### src/llds_pkg.sv
package llds_pkg;
    // timing at the 40 MHz controller clock
    localparam int LLDS_CLK_MHZ = 40;
    localparam int LLDS_PWRUP_US = 200;
    localparam int LLDS_PWRUP_CYC = LLDS_PWRUP_US * LLDS_CLK_MHZ;
    localparam int LLDS_INIT_NOPS = 1024;
    localparam int LLDS_LOCK_CYC = 1024;
    localparam int LLDS_MRSC_CYC = 4;
    localparam int LLDS_TRC_CYC = 8;
    localparam int LLDS_NUM_MRS = 3;
    localparam int LLDS_NBANK = 8;
    localparam int LLDS_DW = 18;
    localparam int LLDS_FIFO_DEPTH = 4;
    // mode word field positions
    localparam int LLDS_MODE_BL_BIT = 3;
    localparam int LLDS_MODE_LOOP_BIT = 7;
    // {cs_n, we_n, ref_n}
    localparam logic [2:0] LLDS_CMD_NOP = 3'h7;
    localparam logic [2:0] LLDS_CMD_MRS = 3'h0;
    localparam logic [2:0] LLDS_CMD_READ = 3'h3;
    localparam logic [2:0] LLDS_CMD_WRITE = 3'h1;
    localparam logic [2:0] LLDS_CMD_REF = 3'h2;
    localparam logic [1:0] LLDS_OP_READ = 2'h0;
    localparam logic [1:0] LLDS_OP_WRITE = 2'h1;
    localparam logic [1:0] LLDS_OP_REF = 2'h2;

    typedef enum logic [2:0] {
        ST_STABLE = 3'b000,
        ST_MRS = 3'b001,
        ST_MRSC = 3'b010,
        ST_REF = 3'b011,
        ST_NOPS = 3'b100,
        ST_RUN = 3'b101,
        ST_LOOP_LO = 3'b110,
        ST_LOOP_HI = 3'b111
    } llds_state_e;

    typedef struct packed {
        logic cs_n;
        logic we_n;
        logic ref_n;
        logic [2:0] ba;
        logic [19:0] addr;
    } llds_pins_s;

    typedef struct packed {
        logic [9:0] mode;
        logic [3:0] rl;
    } llds_cfg_s;

    typedef struct packed {
        logic [1:0] op;
        logic [2:0] bank;
        logic [19:0] addr;
    } llds_req_s;

    typedef struct packed {
        llds_state_e st;
        logic [13:0] cnt;
        logic [1:0] mrs_cnt;
        logic [2:0] ref_cnt;
        logic [10:0] lock;
        logic [7:0][3:0] row_cycle_time;
        logic pend_v;
        llds_req_s pend;
        logic [4:0] wcnt;
        logic [2:0] wbeats;
        llds_pins_s pins;
        logic [17:0] d;
        logic dm;
        logic [17:0] q1;
        logic [17:0] q2;
        logic v1;
        logic v2;
        logic [17:0] rdq;
        logic rdv;
        logic done;
        logic rdy;
    } llds_st_s;
endpackage

### src/llds_ctrl.sv
`timescale 1ns/10ps
// Contract
// RULE1: hold command pins at no-operation while power and clock settle.
// RULE2: keep stable no-operation conditions at least 200 us before first command.
// RULE3: issue three back-to-back mode-register-set commands, two dummy then one valid.
// RULE4: device resets its internal logic from the consecutive mode-register-set run.
// RULE5: initial mode-register-set commands may go on successive cycles without recovery.
// RULE6: drive every address pin low during the dummy mode-register-set commands.
// RULE7: address bits ten to seventeen stay low during initial mode-register-set commands.
// RULE8: after recovery, refresh all 8 banks with 1,024 no-operations before normal use.
// RULE9: refreshes may sit anywhere among the no-operations; order does not matter.
// RULE10: row cycle time between a refresh and the next command to that bank.
// RULE11: refreshes need not be spaced by 2,048 no-operations.
// RULE12: clock or supply change after loop enable requires a loop reset sequence.
// RULE13: a second write to the same bank waits the row cycle time.
// RULE14: a read to the same bank waits the row cycle time.
// RULE15: remaining write burst elements follow the first on successive edges.
// RULE16: device streams back-to-back burst-of-two reads from different banks continuously.
// RULE17: wait 1,024 cycles after setting the loop reset bit before any read.
// RULE18: write data starts read latency plus one cycles after the write command.
// RULE19: device takes refresh row from its own per-bank counter; bank only supplied.
// RULE20: signal init done only after refreshes, no-operations and row cycle elapse.
module llds_ctrl
    import llds_pkg::*;
#(
    parameter int PWRUP_CYC = LLDS_PWRUP_CYC
) (
    input wire logic clk,
    input wire logic rst_n,
    input llds_cfg_s cfg,
    input wire logic loop_reset_req,
    input wire logic req_valid,
    output logic req_ready,
    input llds_req_s req,
    input wire logic wd_valid,
    output logic wd_ready,
    input wire logic [LLDS_DW-1:0] wd_data,
    output llds_pins_s mem_pins,
    output logic [LLDS_DW-1:0] mem_d,
    output logic mem_dm,
    input wire logic [LLDS_DW-1:0] mem_q,
    input wire logic mem_qvld,
    output logic [LLDS_DW-1:0] rd_data,
    output logic rd_valid,
    output logic init_done
);

    llds_st_s s;
    llds_st_s n;
    logic pop;
    logic [LLDS_DW-1:0] fifo_data;
    logic [2:0] fifo_cnt;

    function automatic llds_pins_s mk_pins(input logic [2:0] c, input logic [2:0] b,
                                           input logic [19:0] a);
        mk_pins = {c, b, a};
    endfunction

    function automatic logic [2:0] bl_beats(input logic [9:0] mode);
        bl_beats = mode[LLDS_MODE_BL_BIT] ? 3'h4 : 3'h2;
    endfunction

    function automatic logic [19:0] mode_addr(input logic [9:0] mode, input logic loop);
        logic [9:0] m;
        m = mode;
        m[LLDS_MODE_LOOP_BIT] = loop;
        mode_addr = {10'h000, m};
    endfunction

    // write data queue, drained exactly at write latency
    llds_fifo #(
        .W(LLDS_DW),
        .D(LLDS_FIFO_DEPTH)
    ) u_fifo (
        .clk(clk),
        .rst_n(rst_n),
        .in_valid(wd_valid),
        .in_ready(wd_ready),
        .in_data(wd_data),
        .out_valid(),
        .out_ready(pop),
        .out_data(fifo_data),
        .count(fifo_cnt)
    );

    always_comb
    begin
        n = s;
        pop = 1'b0;
        n.pins = mk_pins(LLDS_CMD_NOP, 3'h0, 20'h0_0000);
        n.dm = 1'b1;
        // read return path, three flops from the pins
        n.q1 = mem_q;
        n.q2 = s.q1;
        n.v1 = mem_qvld;
        n.v2 = s.v1;
        n.rdq = s.q2;
        n.rdv = s.v2;
        for (int b = 0; b < LLDS_NBANK; b++)
        begin
            if (s.row_cycle_time[b] != 4'h0)
            begin
                n.row_cycle_time[b] = s.row_cycle_time[b] - 4'h1;
            end
        end
        if (s.lock != 11'h000)
        begin
            n.lock = s.lock - 11'h001;
        end
        // RULE18 latency countdown
        if (s.wbeats != 3'h0)
        begin
            if (s.wcnt > 5'h01)
            begin
                n.wcnt = s.wcnt - 5'h01;
            end
            else
            begin
                // RULE15 one element per cycle
                pop = 1'b1;
                n.d = fifo_data;
                n.dm = 1'b0;
                n.wbeats = s.wbeats - 3'h1;
            end
        end
        if (s.rdy && req_valid)
        begin
            n.pend_v = 1'b1;
            n.pend = req;
        end
        case (s.st)
            ST_STABLE:
            begin
                // RULE1 pins stay idle
                n.cnt = s.cnt + 14'h0001;
                // RULE2 stable period
                if (s.cnt == 14'(PWRUP_CYC - 1))
                begin
                    n.st = ST_MRS;
                    n.cnt = '0;
                end
            end
            ST_MRS:
            begin
                // RULE5 no recovery between these
                if (s.mrs_cnt == 2'(LLDS_NUM_MRS - 1))
                begin
                    // RULE7 upper address held low
                    n.pins = mk_pins(LLDS_CMD_MRS, 3'h0, {10'h000, cfg.mode});
                    n.lock = cfg.mode[LLDS_MODE_LOOP_BIT] ? 11'(LLDS_LOCK_CYC) : 11'h000;
                    n.st = ST_MRSC;
                    n.cnt = '0;
                end
                else
                begin
                    // RULE6 dummy with all address low
                    n.pins = mk_pins(LLDS_CMD_MRS, 3'h0, 20'h0_0000);
                end
                // RULE3 counted run of three
                n.mrs_cnt = s.mrs_cnt + 2'h1;
            end
            ST_MRSC:
            begin
                n.cnt = s.cnt + 14'h0001;
                if (s.cnt == 14'(LLDS_MRSC_CYC - 1))
                begin
                    n.st = s.done ? ST_RUN : ST_REF;
                    n.cnt = '0;
                end
            end
            ST_REF:
            begin
                // RULE8 one refresh per bank
                // RULE11 back to back, no 2,048 spacing
                n.pins = mk_pins(LLDS_CMD_REF, s.ref_cnt, 20'h0_0000);
                n.row_cycle_time[s.ref_cnt] = 4'(LLDS_TRC_CYC);
                n.ref_cnt = s.ref_cnt + 3'h1;
                if (s.ref_cnt == 3'(LLDS_NBANK - 1))
                begin
                    n.st = ST_NOPS;
                end
            end
            ST_NOPS:
            begin
                // RULE9 refreshes precede the no-operation block
                n.cnt = s.cnt + 14'h0001;
                // RULE20 done waits on every bank timer
                if (s.cnt >= 14'(LLDS_INIT_NOPS - 1) && s.row_cycle_time == '0)
                begin
                    n.st = ST_RUN;
                    n.done = 1'b1;
                    n.cnt = '0;
                end
            end
            ST_RUN:
            begin
                // RULE12 loop reset takes priority over queued work
                if (loop_reset_req)
                begin
                    n.st = ST_LOOP_LO;
                    n.cnt = '0;
                end
                // RULE10 bank timer gates every bank command
                else if (s.pend_v && s.row_cycle_time[s.pend.bank] == 4'h0)
                begin
                    case (s.pend.op)
                        LLDS_OP_READ:
                        begin
                            // RULE14 same-bank read waits
                            // RULE17 no read while the loop locks
                            if (s.lock == 11'h000)
                            begin
                                n.pins = mk_pins(LLDS_CMD_READ, s.pend.bank, s.pend.addr);
                                n.row_cycle_time[s.pend.bank] = 4'(LLDS_TRC_CYC);
                                n.pend_v = 1'b0;
                            end
                        end
                        LLDS_OP_WRITE:
                        begin
                            // RULE13 same-bank write waits
                            if (s.wbeats == 3'h0 && fifo_cnt >= bl_beats(cfg.mode))
                            begin
                                n.pins = mk_pins(LLDS_CMD_WRITE, s.pend.bank, s.pend.addr);
                                n.row_cycle_time[s.pend.bank] = 4'(LLDS_TRC_CYC);
                                n.pend_v = 1'b0;
                                n.wbeats = bl_beats(cfg.mode);
                                n.wcnt = {1'b0, cfg.rl} + 5'h01;
                            end
                        end
                        LLDS_OP_REF:
                        begin
                            n.pins = mk_pins(LLDS_CMD_REF, s.pend.bank, 20'h0_0000);
                            n.row_cycle_time[s.pend.bank] = 4'(LLDS_TRC_CYC);
                            n.pend_v = 1'b0;
                        end
                        default:
                        begin
                            // unknown op is dropped rather than wedging the queue
                            n.pend_v = 1'b0;
                        end
                    endcase
                end
            end
            ST_LOOP_LO:
            begin
                // RULE12 loop off, then recovery before turning it on
                if (s.cnt == 14'h0000)
                begin
                    n.pins = mk_pins(LLDS_CMD_MRS, 3'h0, mode_addr(cfg.mode, 1'b0));
                end
                n.cnt = s.cnt + 14'h0001;
                if (s.cnt == 14'(LLDS_MRSC_CYC))
                begin
                    n.st = ST_LOOP_HI;
                end
            end
            ST_LOOP_HI:
            begin
                // RULE17 start the lock wait
                n.pins = mk_pins(LLDS_CMD_MRS, 3'h0, mode_addr(cfg.mode, 1'b1));
                n.lock = 11'(LLDS_LOCK_CYC);
                n.st = ST_MRSC;
                n.cnt = '0;
            end
            default:
            begin
                n.st = ST_STABLE;
            end
        endcase
        n.rdy = !n.pend_v;
    end

    always_ff @(posedge clk or negedge rst_n)
    begin
        if (!rst_n)
        begin
            s <= '0;
            s.pins.cs_n <= 1'b1;
            s.pins.we_n <= 1'b1;
            s.pins.ref_n <= 1'b1;
            s.dm <= 1'b1;
            s.rdy <= 1'b1;
        end
        else
        begin
            s <= n;
        end
    end

    assign req_ready = s.rdy;
    assign mem_pins = s.pins;
    assign mem_d = s.d;
    assign mem_dm = s.dm;
    assign rd_data = s.rdq;
    assign rd_valid = s.rdv;
    assign init_done = s.done;

    // helper logic watched only by the checks below
    logic [2:0] pc;
    logic h_mrs;
    logic [13:0] h_stab;
    logic [3:0] h_refs;
    logic [10:0] h_nops;
    logic [7:0][4:0] h_age;
    logic [4:0] h_wage;
    logic [11:0] h_lock;

    assign pc = {s.pins.cs_n, s.pins.we_n, s.pins.ref_n};

    always_ff @(posedge clk or negedge rst_n)
    begin
        if (!rst_n)
        begin
            h_mrs <= 1'b0;
            h_stab <= '0;
            h_refs <= '0;
            h_nops <= '0;
            h_age <= '1;
            h_wage <= '1;
            h_lock <= '1;
        end
        else
        begin
            if (pc == LLDS_CMD_MRS)
            begin
                h_mrs <= 1'b1;
            end
            if (!h_mrs && h_stab != '1)
            begin
                h_stab <= h_stab + 14'h0001;
            end
            if (!s.done && pc == LLDS_CMD_REF)
            begin
                h_refs <= h_refs + 4'h1;
            end
            if (!s.done && h_refs != 4'h0 && pc == LLDS_CMD_NOP && h_nops != '1)
            begin
                h_nops <= h_nops + 11'h001;
            end
            for (int b = 0; b < LLDS_NBANK; b++)
            begin
                if (pc[2] == 1'b0 && pc != LLDS_CMD_MRS && s.pins.ba == 3'(b))
                begin
                    h_age[b] <= 5'h01;
                end
                else if (h_age[b] != '1)
                begin
                    h_age[b] <= h_age[b] + 5'h01;
                end
            end
            if (pc == LLDS_CMD_WRITE)
            begin
                h_wage <= 5'h01;
            end
            else if (h_wage != '1)
            begin
                h_wage <= h_wage + 5'h01;
            end
            if (pc == LLDS_CMD_MRS && s.pins.addr[LLDS_MODE_LOOP_BIT])
            begin
                h_lock <= 12'h001;
            end
            else if (h_lock != '1)
            begin
                h_lock <= h_lock + 12'h001;
            end
        end
    end
endmodule

### src/llds_fifo.sv
`timescale 1ns/10ps
module llds_fifo #(
    parameter int W = 18,
    parameter int D = 4
) (
    input wire logic clk,
    input wire logic rst_n,
    input wire logic in_valid,
    output logic in_ready,
    input wire logic [W-1:0] in_data,
    output logic out_valid,
    input wire logic out_ready,
    output logic [W-1:0] out_data,
    output logic [$clog2(D+1)-1:0] count
);
    localparam int AW = $clog2(D);
    localparam int CW = $clog2(D+1);

    typedef struct packed {
        logic [D-1:0][W-1:0] mem;
        logic [AW-1:0] wp;
        logic [AW-1:0] rp;
        logic [CW-1:0] cnt;
        logic full;
    } llds_fifo_s;

    llds_fifo_s s;
    llds_fifo_s n;
    logic push;
    logic pop;

    assign push = in_valid && !s.full;
    assign pop = out_ready && (s.cnt != '0);

    always_comb
    begin
        n = s;
        if (push)
        begin
            n.mem[s.wp] = in_data;
            n.wp = (s.wp == AW'(D - 1)) ? '0 : s.wp + AW'(1);
        end
        if (pop)
        begin
            n.rp = (s.rp == AW'(D - 1)) ? '0 : s.rp + AW'(1);
        end
        if (push && !pop)
        begin
            n.cnt = s.cnt + CW'(1);
        end
        else if (pop && !push)
        begin
            n.cnt = s.cnt - CW'(1);
        end
        // registered full keeps in_ready off any combinational path
        n.full = (n.cnt == CW'(D));
    end

    always_ff @(posedge clk or negedge rst_n)
    begin
        if (!rst_n)
        begin
            s <= '0;
        end
        else
        begin
            s <= n;
        end
    end

    assign in_ready = !s.full;
    assign out_valid = (s.cnt != '0);
    assign out_data = s.mem[s.rp];
    assign count = s.cnt;
endmodule

### config.mk
export PLATFORM = sky130hd
export DESIGN_NAME = llds_ctrl
export DESIGN_NICKNAME = d
export VERILOG_FILES = /design/src/llds_pkg.sv /design/src/llds_ctrl.sv /design/src/llds_fifo.sv
export SDC_FILE = /design/constraint.sdc
export NUM_CORES = 1
export LEC_CHECK = 0
export BUFFER_PORTS_ARGS = -buffer_cell sky130_fd_sc_hd__buf_2
export CAP_MARGIN = 10
export CORE_AREA = 2 2 195 197
export CTS_BUF_LIST = sky130_fd_sc_hd__clkbuf_8
export CTS_CLUSTER_SIZE = 20
export DETAILED_ROUTE_END_ITERATION = 12
export DIE_AREA = 0 0 197 199
export PLACE_DENSITY = 0.58
export SLEW_MARGIN = 20
export SYNTH_ARGS = -nofsm -noshare
export SYNTH_HDL_FRONTEND = slang
export SYNTH_HIERARCHICAL = 1
export SYNTH_SLANG_ARGS = --single-unit
### constraint.sdc
create_clock -name clk -period 4.8 [get_ports clk]
set_input_delay 0.48 -clock clk [delete_from_list [all_inputs] [get_ports clk]]
set_output_delay 0.48 -clock clk [all_outputs]
set_load 0.02 [all_outputs]
==> out/results.txt, run 1 <==
After synthesis, flip-flops and latches occupy 55.2% of the total area. Dividing the detail-routed via count by the number of cells gives 4.86. The run finished with clean final reports.

Pin placement for this block handled 148 I/O pins. Cell count of the worst reg-to-reg path: 8. Following the worst setup path forward leads to its endpoint at s[188]. The pin count of the biggest net entering global routing is 113, and the flip-flop and latch count after synthesis is 283. The diode insertion count for antenna repair is 0, and the count of vias placed by the detailed router is 8379. For the post-placement setup slack, the log shows 1870 ps. The switching share of power works out to 29.9%. In this run the critical register-to-register path is launched from s[158]. For the final weighted congestion in routability-driven placement, the log shows 0.780. The quantity of I/O buffers inserted on ports works out to 147. Including well taps, the total number of placed cells is 1611. Setup slack of the worst register-to-register path: 1910 ps.

The logs give 0 for the number of failing hold endpoints at the final stage and 12800 sq um for the synthesized cell area. The tools report the maximum resistive drop on vdd as 0.000358 V. The final core area utilization is 39.9%. During synthesis, Yosys emitted a total of 6 warnings.

Leaving out fill and tap cells, the most frequent cell in the layout is sky130_fd_sc_hd__dfrtp_1. Synthesis produced a netlist with a net count of 1193. The average instance area after synthesis was 11.9 sq um. The fraction of layout instances using a drive strength above 1 works out to 30.6%. On the final layout, the worst hold slack is 76.6 ps. Data on the critical path is required at its endpoint by 5280 ps.

The clock period could shrink to 2890 ps. After routing the design area is 14800 sq um. Of the post-synthesis cell area, the dominant cell type holds 54.2%.

In this run the worst setup path begins at s[158]. For the worst clock skew, the log shows 27.3 ps. After global routing the overflow that remains totals 0. The reported net switching power is 2.17 mW, and the portion of total power attributed to combinational logic is 23.2%. Clock tree synthesis selected as its root buffer the cell sky130_fd_sc_hd__clkbuf_8. Per report_power, the clock group accounts for 30.8% of the total. The pre-antenna-repair detailed-routing pass consisted of 5 iterations. Yosys mapped a number of flops with a built-in enable equal to 0. The tool flagged a number of max-cap violations equal to 0. The die boundary height was 199 um. The worst setup path is of the flop to flop kind.

The clock passes through at most 3 buffers. The first routing iteration left 321 violations. The count of pins over their slew limit was 0. The count of H-tree levels built during CTS was 2; the headroom to the max-slew limit was 33.4%. Across every metal layer, demand over resource in global routing totals 14.1%. For this configuration, the core starts out at a cell density of 34.6%. In this run the worst path has a maximum fanout of 10. The synthesized netlist contains 78 unique library cells. The number of gates given a new drive strength after cts was 0; the placement row count was 71.

Timing would allow up to 346 MHz. Setup violations remaining at the end of the flow were counted as 0. By area the synthesized netlist is led by sky130_fd_sc_hd__dfrtp_1 (54%), sky130_fd_sc_hd__mux2_2 (8.8%), sky130_fd_sc_hd__nand2_1 (3.9%). The worst hold-check path type was primary input to flop. The fraction of registers with async set/reset came out at 100%.

Setup repair after global routing left no endpoint under its margin. The logs give 3596 for the layout filler cell count and 2 for the initial antenna violation count. Data on the critical path arrives at its endpoint at 3380 ps. The die covers 39200 sq um.

The logs give 7.27 mW for the final total power and 1910 ps for the worst-case setup margin in the final layout. TritonCTS built the clock tree. The internal power of the cells totals 5.10 mW. After detailed placement, the total cell area comes to 13600 sq um. In the synthesized netlist the dominant register cell turns out to be sky130_fd_sc_hd__dfrtp_1.

The number of setup buffers added after CTS is 0. The mean routed wirelength per cell came out at 15.8 um. Counting the buffers created by CTS gives 51.

In this run the power density over the cells is 491 nW/um^2. After detailed routing, the number of remaining DRC violations is 0. The critical path startpoint category was a flop. After clock tree synthesis, the clock-pin slew on the worst setup and hold paths is 70 ps.

The core area is 37100 sq um. The element type at the critical path end is a flop. Transition time at the pin with the least slew margin: 999 ps. The top cell types in the final layout, fill and taps aside, are sky130_fd_sc_hd__dfrtp_1 (278), sky130_fd_sc_hd__buf_2 (146), sky130_fd_sc_hd__nand2_1 (135).

The number of nets with antenna violations after detailed routing was 0; the total of hold buffers inserted after clock tree synthesis was 20. The net count of the finished layout is 1321. The via count of the first global-routing pass is 8390, and the sequential share of power is 46.0%. The period utilization was 60.3%. After the flow finishes, the layout carries non-filler instances totaling 1724. The source-to-sink clock delay at the later pin of the worst-skew pair is 620 ps, and the horizontal die dimension is 197 um. The area growth from synthesis to layout is 15.3%.

Number of sinks handled by clock tree synthesis: 283. The HPWL after detailed placement is 18100 um. The analysis attributes to cell leakage a power of 6.88 nW. The total negative setup slack was 0 ps. Library cell with the largest summed area after synthesis: sky130_fd_sc_hd__dfrtp_1.

The first global-routing pass estimated 43900 um of wire. The run gives 1082 as the count of mapped cells out of synthesis. For the aggregate routed wire length, the log shows 27300 um. The worst register-to-register path ends at s[188].
## layer usage
layer | global-route usage, % | up-vias | routed length [um]
li1 | - | 3980 | -
met1 | 17.5 | 4169 | 11700
met2 | 23.8 | 180 | 13500
met3 | 3.42 | 48 | 1500
met4 | 5.46 | 2 | 611
met5 | 0 | - | 16
## state kept, by name (all words and copies together), names as in the netlist
signal        count
req_ready         1
init_done         1
u_fifo/s         77
rd_valid          1
mem_pins         26
mem_d            18
s                99
mem_dm            1
rd_data          18
u_fifo/count      3
n                38
## kinds of logic after synthesis
logic type | Yosys count | share of synthesized area, %
adders and majority gates | 30 | 2.92
muxes | 126 | 12.5
xor gates and xnor gates | 26 | 1.77
AOI/OAI and AO/OA | 133 | 7.48
buffers and inverters | 139 | 6.34
DFF | 283 | 55.2
and+or+nand+nor | 345 | 13.7
## cells in the mapped netlist, types with 4 or more instances
master / number
sky130_fd_sc_hd__nor2b_1: 9
sky130_fd_sc_hd__o21ai_0: 27
sky130_fd_sc_hd__or4_1: 6
sky130_fd_sc_hd__and3_1: 9
sky130_fd_sc_hd__nor3b_1: 13
sky130_fd_sc_hd__nor2_1: 45
sky130_fd_sc_hd__a31oi_1: 6
sky130_fd_sc_hd__dfstp_2: 5
sky130_fd_sc_hd__nand4_1: 6
sky130_fd_sc_hd__buf_6: 4
sky130_fd_sc_hd__a21oi_1: 24
sky130_fd_sc_hd__nor4_1: 6
sky130_fd_sc_hd__nand2b_1: 10
sky130_fd_sc_hd__nor3_1: 21
sky130_fd_sc_hd__or2_2: 4
sky130_fd_sc_hd__xnor2_1: 22
sky130_fd_sc_hd__o2bb2ai_1: 6
sky130_fd_sc_hd__xor2_1: 4
sky130_fd_sc_hd__inv_1: 38
sky130_fd_sc_hd__a211oi_1: 4
sky130_fd_sc_hd__buf_2: 12
sky130_fd_sc_hd__o21ai_1: 5
sky130_fd_sc_hd__nand3_1: 18
sky130_fd_sc_hd__or3_1: 16
sky130_fd_sc_hd__mux2_2: 100
sky130_fd_sc_hd__a22o_1: 12
sky130_fd_sc_hd__nand2_2: 4
sky130_fd_sc_hd__nand2_1: 135
sky130_fd_sc_hd__mux2i_1: 8
sky130_fd_sc_hd__ha_1: 30
sky130_fd_sc_hd__buf_4: 66
sky130_fd_sc_hd__dfrtp_1: 278
sky130_fd_sc_hd__o31ai_2: 4
sky130_fd_sc_hd__clkbuf_1: 18
sky130_fd_sc_hd__mux4_2: 18
sky130_fd_sc_hd__a21o_1: 4
sky130_fd_sc_hd__and2_1: 19
sky130_fd_sc_hd__o211ai_1: 8
## worst max-delay path, cell delays in order, from the launching register on
cell and delay [ps]:
sky130_fd_sc_hd__dfrtp_1 410, sky130_fd_sc_hd__inv_1 70, sky130_fd_sc_hd__ha_1 190, sky130_fd_sc_hd__nor3b_1 520, sky130_fd_sc_hd__nand4_1 260, sky130_fd_sc_hd__o31ai_2 480, sky130_fd_sc_hd__and2_4 280, sky130_fd_sc_hd__or2_1 420
sky130_fd_sc_hd__o2bb2ai_1 140
## area by class of cell
cell class / count / area [sq um] / share of cell area [%]
multi-input cells: 660 / 4940 / 33.4
repair buffers: 175 / 1020 / 6.88
inverters: 39 / 146 / 0.989
clock buffers: 62 / 853 / 5.76
clock inverters: 31 / 169 / 1.14
flip-flops and latches: 283 / 7090 / 47.9
well taps: 474 / 593 / 4.01
## worst min-delay path by stage
stage	start	to	slack, ps	cells past startpoint
finish	cfg[0]	s[107]	80	2
global route	req[24]	s[136]	40	2
CTS	cfg[0]	s[107]	1	2
detailed placement	n[20]	rd_data[17]	330	0
global placement	n[11]	rd_data[8]	330	0
floorplan	rst_n	init_done	180	0
## power groups by stage
stage	clock, mW	sequential (mW)	combinational [mW]
final	2.24	3.34	1.69
after global routing	2.45	3.42	1.87
after CTS	2.35	3.35	1.73
after detailed placement	0	3.39	1.71
after global placement	0	3.37	1.67
after floorplan	0	3.22	1.49
No activity file was read; power rests on OpenSTA's default activity.
==> inputs of run 2 (changes only) <==
- ABC_AREA: not set -> 1
- CORE_AREA: 2 2 195 197 -> 2 2 200 202
- DIE_AREA: 0 0 197 199 -> 0 0 202 204
- PLACE_DENSITY: 0.58 -> 0.6
- clock period: 4.8 -> 2.4 ns (I/O delays scaled with it)
==> run 2 against run 1 <==
Effect of this change:
- worst setup slack worse by 1500 ps
- sequential power is 85% higher
- count of clock-buffer cells in the layout is 5 higher
- first-iteration DRC count is 87% higher
- non-clock buffer count is 80 higher
- fmax is 42% higher
- largest cell class unchanged
==> out/results.txt, run 2 <==
Summed over all cells, the static leakage comes to 8.34 nW. The number of library cell types mapped by synthesis is 42, and the first-pass GRT wire length is 52800 um. For this run, design rule violations remaining after detail routing come to 0. The quantity of I/O buffers inserted on ports is 147, and the headroom to the max-slew limit is 54.5%. Clock-pin slew was measured on the worst setup and hold paths at 60 ps.

Across the routed clock network, the largest skew measured is 31.4 ps. The finished cells cover 16300 sq um. The number of failing hold endpoints at the final stage was 0; the fraction of layout instances using a drive strength above 1 was 18.6%.

Of the total synthesized cell area, the portion taken by AND, OR, NAND and NOR gates is 21.5%. The run gives 41200 sq um as the floorplan die area. The average instance area after synthesis works out to 8.68 sq um.

Post-placement setup slack: 387 ps. By startpoint and endpoint, the worst setup path is classified as flop to flop. The core region is 39200 sq um. For the worst-skew pair, the clock arrives at the later sink with an insertion delay of 620 ps. The portion of synthesized area spent on multiplexers is 0.918%.

The synthesized design contains 283 register bits. The register containing the most flip-flops in the final layout is s. For the pin count of the biggest net entering global routing, the log shows 70.

The count of mapped cells out of synthesis is 1555, and the mean routed wirelength per cell is 13.9 um. In this run the remaining antenna-violating nets after routing total 0. Summing the areas of all compound-gate instances in the mapped netlist gives 10.2% of the synthesized area. The power density over the cells is 882 nW/um^2, and the max-cap check violation count is 0. The tools report the smallest hold slack as 96.2 ps.

The run gives 52.5% as the sequential share of the synthesized area. Before antenna repair, the detailed router went through 5 iterations. The count of pins over their slew limit came out at 0. The sequential cells in the finished layout cover a total of 7090 sq um. In this run the deepest clock path goes through 3 buffers.

Setup violations remaining at the end of the flow were counted as 0. After layout, the design draws a total of 14.4 mW. The tools report the via count of the first global-routing pass as 10600. In the layout the commonest cells are sky130_fd_sc_hd__nand2_1 (349), sky130_fd_sc_hd__dfrtp_1 (278), sky130_fd_sc_hd__nor2_1 (196). Counting I/O delays and the setup requirement, the final critical path takes 2040 ps.

The synthesized cell area came out at 13500 sq um. Across the VDD grid, the largest voltage drop is 0.000564 V. Post-CTS repair changed the size of 0 cells. After floorplanning, the core was divided into 73 placement rows. Initial antenna violation count: 0. The synthesized design devotes to its leading area cell type 51.5% of total area.

The run gives 1666 as the synthesized net count. The post-CTS setup buffer count is 0, and the count of H-tree levels built during CTS is 2. Setup repair after global routing left no endpoint under its margin. After routing, the total negative slack on setup checks comes to 0 ps. STA puts the critical path data arrival time at 2580 ps.

Among all stages on the critical path, the largest delay is contributed by sky130_fd_sc_hd__dfrtp_1. The worst setup path is captured at a flop. The most common cell after layout, fill and taps aside is sky130_fd_sc_hd__nand2_1. Data on the critical path is required at its endpoint by 2930 ps. Clock buffer count from CTS: 50. Library cell with the largest summed area after synthesis: sky130_fd_sc_hd__dfrtp_1. The number of flip-flops under the largest register name is 99, and the adder-cell share of the synthesized area is 2.78%. The leading cell type by number of instances after synthesis was sky130_fd_sc_hd__nand2_1.

The count of nets after finishing was 1863. In this run, post-CTS hold repair placed 78 buffers. In the synthesized netlist the async set-or-reset flop fraction comes to 100%. The delay of the slowest cell on the worst path is 450 ps.

Layout filler cell count: 3836. The initial utilization of the core area, before any placement, comes to 34.5%. The aggregate routed wire length came out at 32100 um. The worst hold path belongs to the class primary input to flop. The DRC marker count from the first detailed-route iteration came out at 601. The signal on the critical path passes through nand2_1, nor2_1, inv_1, nand3_4, inv_2, nand2_1, o21ai_0, nand2_1, a21oi_1.

The average vias per placed instance was 4.61. Summing all multi-input logic gate instances after layout gives 5020 sq um. The period utilization is 85.0%. For this run, the leading register cell type out of synthesis is sky130_fd_sc_hd__dfrtp_1.

The run finished with clean final reports. CTS saw 283 sinks. In this run the worst path has a maximum fanout of 22. The horizontal die dimension was 202 um; the count of vias placed by the detailed router was 10700. STA classifies the critical path startpoint as a flop. During synthesis, Yosys emitted a total of 6 warnings.

The area overhead of the layout relative to synthesis is 20.7%, and the overall routing resource usage is 15.7%. 0 antenna diodes ended up in the layout. The number of flops mapped to enable cells by yosys came out at 0. The synthesized netlist devotes 1.82% of its cell area to XOR and XNOR gates. The worst-case setup margin in the final layout came out at 359 ps.

TritonCTS built the clock tree. In this design, the largest share of critical-path delay is due to buffers and inverters. For the total I/O pin count, the log shows 148. Counting instances in the post-synthesis netlist gives the leading cell types as sky130_fd_sc_hd__nand2_1 (349), sky130_fd_sc_hd__dfrtp_1 (278), sky130_fd_sc_hd__nor2_1 (196), sky130_fd_sc_hd__inv_1 (155), sky130_fd_sc_hd__o21ai_0 (136).

Global routing finished with a remaining overflow of 0. After synthesis, the cell types taking the most area are sky130_fd_sc_hd__dfrtp_1 (52%), sky130_fd_sc_hd__nand2_1 (9.7%), sky130_fd_sc_hd__nor2_1 (5.4%). Transition time at the pin with the least slew margin: 680 ps.

Dominant combinational cell family by area after synthesis: simple AND/OR/NAND/NOR gates. For the highest achievable clock rate, the log shows 490 MHz. Routability-driven placement finished with a final weighted congestion of 0.851.

The placed instances occupy a cell area of 14400 sq um. Once detailed placement completed, the half-perimeter wirelength came to 21400 um. Cell with the most instances on the worst path: sky130_fd_sc_hd__nand2_1. The die boundary height was 204 um. The tree is rooted in a sky130_fd_sc_hd__clkbuf_8. The critical path buffer and inverter count works out to 2.
run 2: cell count changes after synthesis, moves of 23 or more:
| cell | previous run | this run |
|---|---|---|
| sky130_fd_sc_hd__nand2_1 | 135 | 349 |
| sky130_fd_sc_hd__nor2_1 | 45 | 196 |
| sky130_fd_sc_hd__inv_1 | 38 | 155 |
| sky130_fd_sc_hd__o21ai_0 | 27 | 136 |
| sky130_fd_sc_hd__mux2_2 | 100 | 11 |
| sky130_fd_sc_hd__nand3_1 | 18 | 51 |
| sky130_fd_sc_hd__a21oi_1 | 24 | 48 |
| sky130_fd_sc_hd__o21ai_1 | 5 | 28 |
run 2: logic make-up (layout without fill, tap and decap cells):
family / Yosys count / after routing
buf+inv: 276 / 513
flops: 283 / 283
fa+ha+maj: 30 / 30
xor+xnor: 28 / 28
simple gates: 671 / 671
compound gates: 256 / 256
mux: 11 / 11
run 2: area by class of cell:
type                       instances  area share (%)
multi-input combinational        996            30.8
timing repair buffer             255            11.1
clock buffer                      67            5.66
sequential                       283            43.5
inverter                         166            3.84
tap                              525            4.03
clock inverter                    25            1.10
run 2: power by group:
part | internal (mW) | total (mW) | switching [mW]
clock | 2.72 | 4.79 | 2.07
combinational | 1.22 | 3.38 | 2.16
sequential | 5.68 | 6.19 | 0.512
run 2: final timing paths:
path	endpoint	start	cells after the start	slack (ps)
max in group asynchronous	mem_dm	rst_n	3	1440
setup / recovery	s[199]	s[200]	9	360
min in group asynchronous	s[124]	rst_n	2	200
setup reg to reg	s[199]	s[200]	9	360
hold / removal	u_fifo/s[6]	wd_valid	5	100
hold reg to reg	rd_data[10]	n[13]	0	340
run 2: worst register-to-register path, stage by stage, from the launching register on:
cell and delay (ps):
sky130_fd_sc_hd__dfrtp_1 450, sky130_fd_sc_hd__nand2_1 120, sky130_fd_sc_hd__nor2_1 50, sky130_fd_sc_hd__inv_1 380
sky130_fd_sc_hd__nand3_4 180, sky130_fd_sc_hd__inv_2 300, sky130_fd_sc_hd__nand2_1 120, sky130_fd_sc_hd__o21ai_0 170
sky130_fd_sc_hd__nand2_1 70, sky130_fd_sc_hd__a21oi_1 110
run 2: metrics by stage:
stage               instances  util (%)
floorplan                1555         -
global placement         2147      36.8
detailed placement       2147      36.8
CTS                      2317      41.6
global route             2317      41.6
finish                   2317      41.6
run 2: metal layers:
metal  up-vias  wire (um)  GRT usage (%)
met2       257      14800           26.2
li1       5290          -              -
met1      5076      14900           20.3
met3        58       1700           3.51
met5         -          0              0
met4         0        747           5.20
==> inputs of run 3 (changes only) <==
- ABC_AREA: 1 -> not set
- CORE_AREA: 2 2 200 202 -> 2 2 195 197
- CTS_CLUSTER_DIAMETER: not set -> 150
- DIE_AREA: 0 0 202 204 -> 0 0 197 199
==> run 3 against run 2 <==
Effect of this change:
- clock power decreased by 52%
- critical path type unchanged
- sequential share of layout area increased by 2.7 points
- largest cell class unchanged
- global-route usage decreased by 1.6 points
- hold slack improved by 30 ps
- critical path depth decreased by 1
- die area decreased by 4.9%
- utilization decreased by 0.26 points
- routed wire length decreased by 13%
- clock skew decreased by 11 ps
- total power decreased by 13%
- count of clock-buffer cells in the layout decreased by 48
- highest routed layer is now met5
==> out/results.txt, run 3 (same netlist as run 1, synthesis figures left out) <==
For this configuration, the core starts out at a cell density of 34.6%. Highest achievable clock rate: 428 MHz. The endpoint of the most critical setup path is mem_pins[18].

Setup repair after global routing could not meet its margin everywhere. The HPWL after detailed placement is 18600 um. The run finished with clean final reports. For the pin with the worst max-slew slack, the measured transition is 588 ps. In this run the worst setup path begins at s[140]. After routing the design area is 15300 sq um.

Type of the setup path with the least slack: flop to flop. Summed over all layers, the routed wires come to 27900 um. The number of sinks handled by clock tree synthesis was 283; the critical path depth in cells was 8. Counting the buffers created by CTS gives 18. In this run the worst hold path is classified as primary input to flop. After detailed routing, the number of vias per cell comes to 4.79. Measured along the y axis, the die boundary spans 199 um. The register with the most flip-flops in the layout has 99 of them.

The tools report the total setup violations reported at the end of the flow as 0. In this run the static leakage power is 7.07 nW. During placement, the flow inserted port buffers numbering 147. For this run, the total global-route usage over all layers was measured as 14.1%.

The count of pins over their slew limit is 0. After detailed routing, the number of remaining DRC violations is 0. Measured along the x axis, the die boundary spans 197 um.

For the headroom to the max-slew limit, the log shows 60.3%. Clock-pin slew was measured on the worst setup and hold paths at 130 ps. The worst clock skew came out at 20.8 ps. The floorplan die area came out at 39200 sq um. For the number of failing hold endpoints at the final stage, the log shows 0. Subtracting the final worst setup slack from the clock period gives 2340 ps. In the final design database the tool counted 1409 nets. The first global-routing pass estimated 45100 um of wire.

The first routing iteration left 391 violations. The maximum fanout encountered on the critical timing path came out at 10. For the pin count of the biggest net entering global routing, the log shows 69.

Post-layout instance count excluding filler cells: 1778. The critical path goes through or4_4, a22oi_2, o211ai_4, or2_4, nor3b_4, buf_6, clkbuf_16, and2_1. The count of vias placed by the detailed router is 8519. In the layout the commonest cells are sky130_fd_sc_hd__dfrtp_1 (278), sky130_fd_sc_hd__buf_2 (146), sky130_fd_sc_hd__nand2_1 (135).

The tools report the critical path startpoint category as a flop. Counting cells, the worst reg-to-reg path comes to 8. The tools report the final total power as 12.5 mW.

For the total negative setup slack, the log shows 0 ps. At the end of routability-driven placement, the weighted congestion stood at 0.839. For the count of TritonRoute iterations in the first routing pass, the log shows 5. The period utilization came out at 97.3%. The master cell of the clock root buffer is sky130_fd_sc_hd__clkbuf_8.

Among all stages on the critical path, the largest delay is contributed by sky130_fd_sc_hd__or4_4. The worst path meets setup with 64.3 ps of slack. 0 antenna diodes ended up in the layout. The core area is 37100 sq um. Family of cells with the greatest summed delay on the critical path: simple AND/OR/NAND/NOR gates. The power density over the cells works out to 817 nW/um^2. In the final layout, the multi-input gates occupy 5050 sq um. The initial antenna violation count is 1. The logs give 0 for the global-route congestion overflow total and 3 for the maximum count of clock buffers along a single path. TritonCTS built the clock tree. At the worst endpoint, the required time is 2880 ps.

Placement row count: 71. The run gives 126 ps as the smallest hold slack. The tools report the maximum resistive drop on vdd as 0.000593 V.

Setup slack on the worst reg-to-reg path comes out at 60 ps. Fraction of layout instances using a drive strength above 1: 31.5%. The number of placed instances, taps included, is 1658. The largest single stage delay on the critical path is 540 ps. The critical path buffer and inverter count is 2. The element type at the critical path end is a flop. 148 I/O pins were placed. The final core area utilization is 41.3%, and the number of nets with antenna violations after detailed routing is 0.

The capture instance of the worst register-to-register path was mem_pins[18]. In this run the critical register-to-register path is launched from s[140]. Max-cap check violation count: 0.

The count of H-tree levels built during CTS was 1. The via count of the first global-routing pass came out at 8798. Leaving out fill and tap cells, the most frequent cell in the layout is sky130_fd_sc_hd__dfrtp_1. Summing all flip-flop and latch instances after layout gives 7090 sq um.

After filler insertion, the fill cell instance count of the layout stands at 3568. The mean routed wirelength per cell is 15.7 um. Relative to the synthesized area, the layout overhead comes to 19.5%.

Timing analysis after detailed placement gives a worst setup slack of -20.6 ps. The run gives 2820 ps as the arrival time of data at the critical path endpoint. Clock latency on the worst-skew pair, taken at its later pin, is 550 ps.

For the standard cell area after detailed placement, the log shows 14000 sq um. The register containing the most flip-flops in the final layout was s.
## run 3: cell types whose count changed in the layout (fill, tap and decap cells not counted), moves of 38 or more
cell and change:
sky130_fd_sc_hd__buf_4 +38, sky130_fd_sc_hd__clkbuf_8 -48, sky130_fd_sc_hd__inv_1 -120, sky130_fd_sc_hd__mux2_2 +89, sky130_fd_sc_hd__nand2_1 -214, sky130_fd_sc_hd__nor2_1 -151, sky130_fd_sc_hd__o21ai_0 -111
## run 3: area by class of cell
cell class | count | share of cell area [%]
well taps | 474 | 3.87
flip-flops and latches | 283 | 46.2
multi-input cells | 660 | 32.9
repair buffers | 296 | 14.1
clock inverters | 7 | 0.277
clock buffers | 19 | 1.70
inverters | 39 | 0.979
## run 3: power by group
part	internal, mW	total [mW]	switching (mW)
Combinational	1.97	3.68	1.71
Clock	0.755	2.29	1.53
Sequential	5.91	6.57	0.659
## run 3: worst min-delay path by stage
| stage | from | endpoint | slack, ps | depth (start not counted) |
|---|---|---|---|---|
| global placement | rst_n | mem_pins[21] | 150 | 1 |
| finish | cfg[11] | s[180] | 130 | 5 |
| global route | cfg[11] | mem_pins[7] | 120 | 4 |
| floorplan | rst_n | init_done | -60 | 0 |
| detailed placement | rst_n | s[134] | 160 | 1 |
| CTS | cfg[11] | s[180] | 80 | 5 |
## run 3: worst register-to-register path: stages, from the launching register on
cell and delay [ps]:
sky130_fd_sc_hd__dfrtp_1 410, sky130_fd_sc_hd__or4_4 540, sky130_fd_sc_hd__a22oi_2 240, sky130_fd_sc_hd__o211ai_4 140, sky130_fd_sc_hd__or2_4 310, sky130_fd_sc_hd__nor3b_4 190
sky130_fd_sc_hd__buf_6 160, sky130_fd_sc_hd__clkbuf_16 170, sky130_fd_sc_hd__and2_1 120
## run 3: what timing repair did
item,4_1_cts,5_1_grt
gates cloned,0,2
endpoints found under the setup margin,15,55
pin swaps,2,15
endpoints found under the hold margin,348,0
resized for setup,3,25
hold buffers,76,0
setup buffers,1,15
## run 3: layer usage
layer  vias up  part of all wire, %  global-route usage (%)
li1       4127                    -                       -
met1      4245                   45                    18.8
met2       125                   50                    24.5
met3        20                  4.7                    2.37
met4         2                 0.98                    2.70
met5         -                0.057                       0
